File: src/shared/interval_timer_pkg.sv
package interval_timer_pkg;

  localparam int unsigned data_width = 32;
  localparam int unsigned addr_width = 8;

  localparam logic [7:0] off_count = 8'h00;
  localparam logic [7:0] off_prescale = 8'h04;
  localparam logic [7:0] off_period = 8'h08;
  localparam logic [7:0] off_irq_status = 8'h0C;
  localparam logic [7:0] off_irq_clear = 8'h10;
  localparam logic [7:0] off_irq_enable = 8'h14;
  localparam logic [7:0] off_control = 8'h18;

  localparam int unsigned ctrl_run_bit = 0;
  localparam int unsigned irq_zero_bit = 0;

  localparam logic [15:0] count_reset = 16'h0000;
  localparam logic [7:0] prescale_reset = 8'h00;
  localparam logic [15:0] period_reset = 16'h0000;
  localparam logic [31:0] read_zero = 32'h0000_0000;

  typedef struct packed {
    logic [addr_width-1:0] paddr;
    logic psel;
    logic penable;
    logic pwrite;
    logic [data_width-1:0] pwdata;
  } apb_req_t;

  typedef struct packed {
    logic [data_width-1:0] prdata;
    logic pready;
    logic pslverr;
  } apb_rsp_t;

endpackage : interval_timer_pkg

File: src/core/interval_timer.sv
// Function
// - Sixteen-bit counter steps down once per elapsed prescale interval.
// - Eight-bit scale holds n minus one; zero decrements every cycle.
// - Counter reaching zero raises the timer interrupt request.
// - On that zero event the counter reloads from the period register.
// - Interrupt request is gated by its enable mask bit.
//
// Design decisions made here: the APB register port and the placing of the registers.
`timescale 1ns/100ps
module interval_timer
  import interval_timer_pkg::*;
#(
  parameter int unsigned count_width = 16,
  parameter int unsigned scale_width = 8
)
(
  input wire logic pclk,
  input wire logic presetn,
  input wire apb_req_t apb_req,
  output apb_rsp_t apb_rsp,
  output logic timer_irq
);

  // Reset values and the read path are held at the documented widths
  if (count_width < 2 || count_width > 16) begin : g_count_width_check
    $error("count_width must lie between 2 and 16");
  end
  if (scale_width < 1 || scale_width > 8) begin : g_scale_width_check
    $error("scale_width must lie between 1 and 8");
  end

  logic [count_width-1:0] timer_count_value;
  logic [count_width-1:0] timer_reload_period;
  logic [scale_width-1:0] timer_prescale_value;
  logic [scale_width-1:0] prescale_left;
  logic run;
  logic irq_status;
  logic interrupt_enable_mask;
  logic [data_width-1:0] rdata;
  logic slverr;
  logic ready;

  logic [count_width-1:0] next_timer_count_value;
  logic [count_width-1:0] next_timer_reload_period;
  logic [scale_width-1:0] next_timer_prescale_value;
  logic [scale_width-1:0] next_prescale_left;
  logic next_run;
  logic next_irq_status;
  logic next_interrupt_enable_mask;
  logic [data_width-1:0] next_rdata;
  logic next_slverr;
  logic next_ready;
  logic next_timer_irq;

  logic setup;
  // Write strobes, one per writable register
  logic wr_count;
  logic wr_scale;
  logic wr_period;
  logic wr_clear;
  logic wr_enable;
  logic wr_control;
  logic tick;
  logic zero_event;

  function automatic logic mapped(input logic [addr_width-1:0] a);
    mapped = (a == off_count) || (a == off_prescale) || (a == off_period) ||
             (a == off_irq_status) || (a == off_irq_clear) ||
             (a == off_irq_enable) || (a == off_control);
  endfunction : mapped

  // A write lands only in the access cycle, while ready stands
  function automatic logic write_hit(
    input apb_req_t q,
    input logic rdy,
    input logic [addr_width-1:0] off
  );
    write_hit = q.psel && q.penable && q.pwrite && rdy && (q.paddr == off);
  endfunction : write_hit

  // Places a one-bit flag at its field position in a read word
  function automatic logic [data_width-1:0] flag_word(input logic f, input int unsigned pos);
    flag_word = read_zero | (data_width'(f) << pos);
  endfunction : flag_word

  assign setup = apb_req.psel && !apb_req.penable;
  assign wr_count = write_hit(apb_req, ready, off_count);
  assign wr_scale = write_hit(apb_req, ready, off_prescale);
  assign wr_period = write_hit(apb_req, ready, off_period);
  assign wr_clear = write_hit(apb_req, ready, off_irq_clear);
  assign wr_enable = write_hit(apb_req, ready, off_irq_enable);
  assign wr_control = write_hit(apb_req, ready, off_control);
  assign tick = run && (prescale_left == '0);
  // Counter at one about to step means it reaches zero now
  assign zero_event = tick && (timer_count_value == count_width'(1));

  // Register bus: zero-wait slave, answer in the cycle after setup
  always_comb begin
    next_rdata = rdata;
    next_slverr = 1'b0;
    next_ready = setup;
    if (setup) begin
      next_slverr = !mapped(apb_req.paddr);
      case (apb_req.paddr)
        off_count: next_rdata = data_width'(timer_count_value);
        off_prescale: next_rdata = data_width'(timer_prescale_value);
        off_period: next_rdata = data_width'(timer_reload_period);
        off_irq_status: next_rdata = flag_word(irq_status, irq_zero_bit);
        off_irq_enable: next_rdata = flag_word(interrupt_enable_mask, irq_zero_bit);
        off_control: next_rdata = flag_word(run, ctrl_run_bit);
        // Clear register is write-only and reads as zero
        default: next_rdata = read_zero;
      endcase
    end
  end

  always_ff @(posedge pclk or negedge presetn) begin
    if (!presetn) begin
      rdata <= read_zero;
      slverr <= 1'b0;
      ready <= 1'b0;
    end else begin
      rdata <= next_rdata;
      slverr <= next_slverr;
      ready <= next_ready;
    end
  end

  // Settings written by software
  always_comb begin
    next_timer_prescale_value = timer_prescale_value;
    next_timer_reload_period = timer_reload_period;
    next_interrupt_enable_mask = interrupt_enable_mask;
    next_run = run;
    if (wr_scale) begin
      next_timer_prescale_value = apb_req.pwdata[scale_width-1:0];
    end
    if (wr_period) begin
      next_timer_reload_period = apb_req.pwdata[count_width-1:0];
    end
    if (wr_enable) begin
      next_interrupt_enable_mask = apb_req.pwdata[irq_zero_bit];
    end
    if (wr_control) begin
      next_run = apb_req.pwdata[ctrl_run_bit];
    end
  end

  always_ff @(posedge pclk or negedge presetn) begin
    if (!presetn) begin
      timer_prescale_value <= prescale_reset[scale_width-1:0];
      timer_reload_period <= period_reset[count_width-1:0];
      interrupt_enable_mask <= 1'b0;
      run <= 1'b0;
    end else begin
      timer_prescale_value <= next_timer_prescale_value;
      timer_reload_period <= next_timer_reload_period;
      interrupt_enable_mask <= next_interrupt_enable_mask;
      run <= next_run;
    end
  end

  // Timer: prescaler and down-counter
  always_comb begin
    next_prescale_left = prescale_left;
    next_timer_count_value = timer_count_value;
    if (tick) begin
      next_prescale_left = timer_prescale_value;
    end else if (run) begin
      next_prescale_left = prescale_left - scale_width'(1);
    end
    if (tick) begin
      // A zero already held (written or reset) reloads without an interrupt
      if (zero_event || timer_count_value == '0) begin
        next_timer_count_value = timer_reload_period;
      end else begin
        next_timer_count_value = timer_count_value - count_width'(1);
      end
    end
    // Restarting the interval on a scale or run write keeps the first period whole
    if (wr_scale) begin
      next_prescale_left = apb_req.pwdata[scale_width-1:0];
    end else if (wr_control) begin
      next_prescale_left = timer_prescale_value;
    end
    if (wr_count) begin
      next_timer_count_value = apb_req.pwdata[count_width-1:0];
    end
  end

  always_ff @(posedge pclk or negedge presetn) begin
    if (!presetn) begin
      timer_count_value <= count_reset[count_width-1:0];
      prescale_left <= prescale_reset[scale_width-1:0];
    end else begin
      timer_count_value <= next_timer_count_value;
      prescale_left <= next_prescale_left;
    end
  end

  // Interrupt flag and output
  always_comb begin
    next_irq_status = irq_status;
    if (wr_clear && apb_req.pwdata[irq_zero_bit]) begin
      next_irq_status = 1'b0;
    end
    // Set beats a clear in the same cycle, so no zero event is lost
    if (zero_event) begin
      next_irq_status = 1'b1;
    end
    next_timer_irq = next_irq_status && next_interrupt_enable_mask;
  end

  always_ff @(posedge pclk or negedge presetn) begin
    if (!presetn) begin
      irq_status <= 1'b0;
      timer_irq <= 1'b0;
    end else begin
      irq_status <= next_irq_status;
      timer_irq <= next_timer_irq;
    end
  end

  assign apb_rsp.prdata = rdata;
  assign apb_rsp.pready = ready;
  assign apb_rsp.pslverr = slverr;

endmodule : interval_timer

File: config.mk
export PLATFORM = sky130hd
export DESIGN_NAME = interval_timer
export DESIGN_NICKNAME = d
export VERILOG_FILES = /design/src/shared/interval_timer_pkg.sv /design/src/core/interval_timer.sv
export SDC_FILE = /design/constraint.sdc
export NUM_CORES = 1
export LEC_CHECK = 0
export ABC_AREA = 1
export ABC_CLOCK_PERIOD_IN_PS = 3600
export BUFFER_PORTS_ARGS = -buffer_cell sky130_fd_sc_hd__buf_4
export CORE_UTILIZATION = 50
export DETAILED_ROUTE_END_ITERATION = 7
export PLACE_DENSITY = 0.73
export SYNTH_ARGS = -nofsm -noshare
export SYNTH_HDL_FRONTEND = slang
export SYNTH_SLANG_ARGS = --single-unit
File: constraint.sdc
create_clock -name pclk -period 3.6 [get_ports pclk]
set_clock_uncertainty 0.1 [all_clocks]
set_input_delay 0.18 -clock pclk [delete_from_list [all_inputs] [get_ports pclk]]
set_output_delay 0.18 -clock pclk [all_outputs]
set_load 0.02 [all_outputs]
==> results.toml <==
[status]
status = "finished, final reports clean"

[critical_path]
crit_arrival_ns = 2.59
critical_path.most_common_cell = "nand2_1"
rr_startpoint = "timer_count_value[0]"
cp-end-kind = "flop"
critPathMaxStageDelay_ns = 0.41
regToRegSetupSlack_ns = 1.19
cp_cell_sequence = "inv_1 -> ha_1 -> nand2_1 -> nor2_1 -> nand2_1 -> nand2_4 -> inv_1 -> nand2_1 -> nand3_1 -> nand2_1"
cp_max_fo = 15
slowest_stage = "dfrtp_1"
critPathLaunch = "timer_count_value[0]"
crit_path_end = "timer_count_value[7]"
r2r-end = "timer_count_value[7]"
crit_required_ns = 3.78
reg2reg_depth = 10
crit_type = "reg2reg"
cp-start-kind = "flop"

[sta]
maxSlewViolCount = 0
setup_ws_ns = 1.19
hold_viol = 0
final.setup.tns_ns = 0
setup_viol = 0
max_slew.worst_pin.slew_ns = 0.892
final.period_utilization_pct = 67.0
fin_crit_ns = 2.41
fmax_mhz = 414
rsz0062_at_grt = "no"
relSlewSlack_pct = 40.6

[job]
drv_cap = 0

[global_routing]
grt_first_pass_wirelength_mm = 18.9
grt_pass1_vias = 3979
grt_overflow = 0
antenna_found_initial = 0
grt_max_degree = 71
groute.usage.overall_pct = 25.1

[min_path]
hold_start = "apb_req[2]"
hold_class = "in2reg"

[finish]
synthToLayoutAreaGrowth_pct = 11.9
n_antenna_cell = 0
final_layout_size_suffix_gt1_share_pct = 14.7
final_cell_mix = "nand2_1 (182), inv_1 (94), dfrtp_1 (70)"
final_common_cell = "nand2_1"
fin_nets = 724

[synthesis]
yosysTopAreaCell = "dfrtp_1"
synthDominantCellAreaShare_pct = 39.0
synth_cells = 628
ys_ff_latch = 70
synth_edf_count = 0
synth_cell_types = 33
async_reset_ff_share_pct = 100
synth_ff_type = "dfrtp_1"
synth_area_sq_um = 4500
ys_seq_area_share_pct = 39.0
ys_warn_count = 0
syn_avg_cell_area_sq_um = 7.16
yosys-top-cells-area = "dfrtp_1 (39%), nand2_1 (15%), inv_1 (7.8%), nand3_1 (5.5%), nor2_1 (4.5%)"

[route]
first_iter_violations = 279
totalWireLength_mm = 11.1
ant_nets = 0
via_count = 4127
drtPass1Iterations = 5
wl_met3_um = 574
drc_errors = 0
via_per_inst = 5.25
met1Wirelength_mm = 5.18
routedWlPerCell_um = 14.1
wl_met2_mm = 5.18
top_layer = "met4"

[die]
pin_count = 80
rows = 34
dieArea_sq_um = 9380
start_util_pct = 51.6
die_h_um = 96.8
fp.dieW_um = 96.8
core_area_sq_um = 8720

[clock_tree]
htree_num_levels = 3
postCtsSetupBuffers = 0
clk_pin_slew_ns = 0.07
holdBufCountCts = 7
root_buffer = "clkbuf_8"
cts_tree = "yes"
clock_latency_ns = 0.34
cts_resized = 0
cts_buffer_depth = 2
cts_inserted_buffers = 9
clkSinkCount = 70

[placed_design]
dp_hpwl_mm = 7.87
io_buffers = 47
pre_cts_ws_ns = 1.30
gp_congestion = 0.933

[power_and_ir_drop]
p_leak_nw = 2.73
powerDensity_nw_per_um2 = 305
peakVddDrop_mv = 0.144
-- registers in the layout, summed over array words and instances (netlist names) --
register / count
interrupt_enable_mask: 1
run: 1
prescale_left: 8
irq_status: 1
rdata: 16
timer_count_value: 16
ready: 1
timer_reload_period: 16
timer_irq: 1
slverr: 1
timer_prescale_value: 8
-- routing by layer --
layer	up-vias	track usage, %
met5	-	0
met4	0	8.61
met3	12	3.03
met2	140	41.3
met1	1942	34.3
li1	2033	-
-- cell families after synthesis --
logic type      after synthesis  share of synthesized area (%)
flops                        70                           39.0
other cells                   1                         0.0834
fa+ha+maj                     4                           1.11
simple gates                334                           34.9
compound gates               82                           10.5
buf+inv                     134                           13.8
xor+xnor                      3                          0.584
-- worst min-delay path by stage --
| stage | to | slack (ns) | cells past startpoint |
|---|---|---|---|
| after detailed placement | rdata[9] | 0.27 | 1 |
| after CTS | timer_reload_period[11] | 0.01 | 3 |
| after floorplan | interrupt_enable_mask | -0.22 | 0 |
| after global placement | rdata[11] | 0.26 | 1 |
| after global routing | timer_prescale_value[2] | 0.01 | 3 |
| final | timer_prescale_value[2] | 0.02 | 3 |
-- worst max-delay path: cells and delay by family (launching register included) --
family	cells	cell delay, ns
adders and majority gates	1	0.24
buffers and inverters	2	0.29
DFF	1	0.41
and+or+nand+nor	7	1.31
-- final cells by class --
| type | instances | area (sq um) |
|---|---|---|
| fill | 830 | 3690 |
| multi-input combinational | 439 | 2180 |
| sequential | 70 | 1750 |
| timing repair buffer | 55 | 430 |
| inverter | 100 | 375 |
| clock buffer | 12 | 145 |
| tap | 108 | 135 |
| clock inverter | 2 | 10.0 |
-- metrics by stage --
stage	hold WS [ns]	utilization, %	cells	instance area [sq um]	power [W]
floorplan	-0.216	-	643	4550	0.000951
global placement	0.259	55.1	765	4800	0.00100
detailed placement	0.265	55.1	765	4800	0.00101
CTS	0.00951	57.7	786	5030	0.00155
global route	0.0122	57.7	786	5030	0.00160
finish	0.0169	57.7	786	5030	0.00153
-- cell usage after synthesis (4+ instances only) --
master / count
nand2_1: 182
inv_1: 94
dfrtp_1: 70
nor2_1: 54
nand3_1: 49
o21ai_0: 40
o22ai_1: 22
buf_4: 21
nand4_1: 14
nand2_2: 12
nor2_4: 8
a21oi_1: 7
clkbuf_1: 6
inv_2: 6
o21ai_1: 6
ha_1: 4
nand2_4: 4
o21bai_1: 4
-- report_power, final --
part           switching [W]  total [W]  internal (W)
logic               0.000115   0.000178     0.0000630
registers          0.0000172   0.000818      0.000801
clock network       0.000278   0.000537      0.000260
Note: power is estimated with default switching activity, not from simulation.
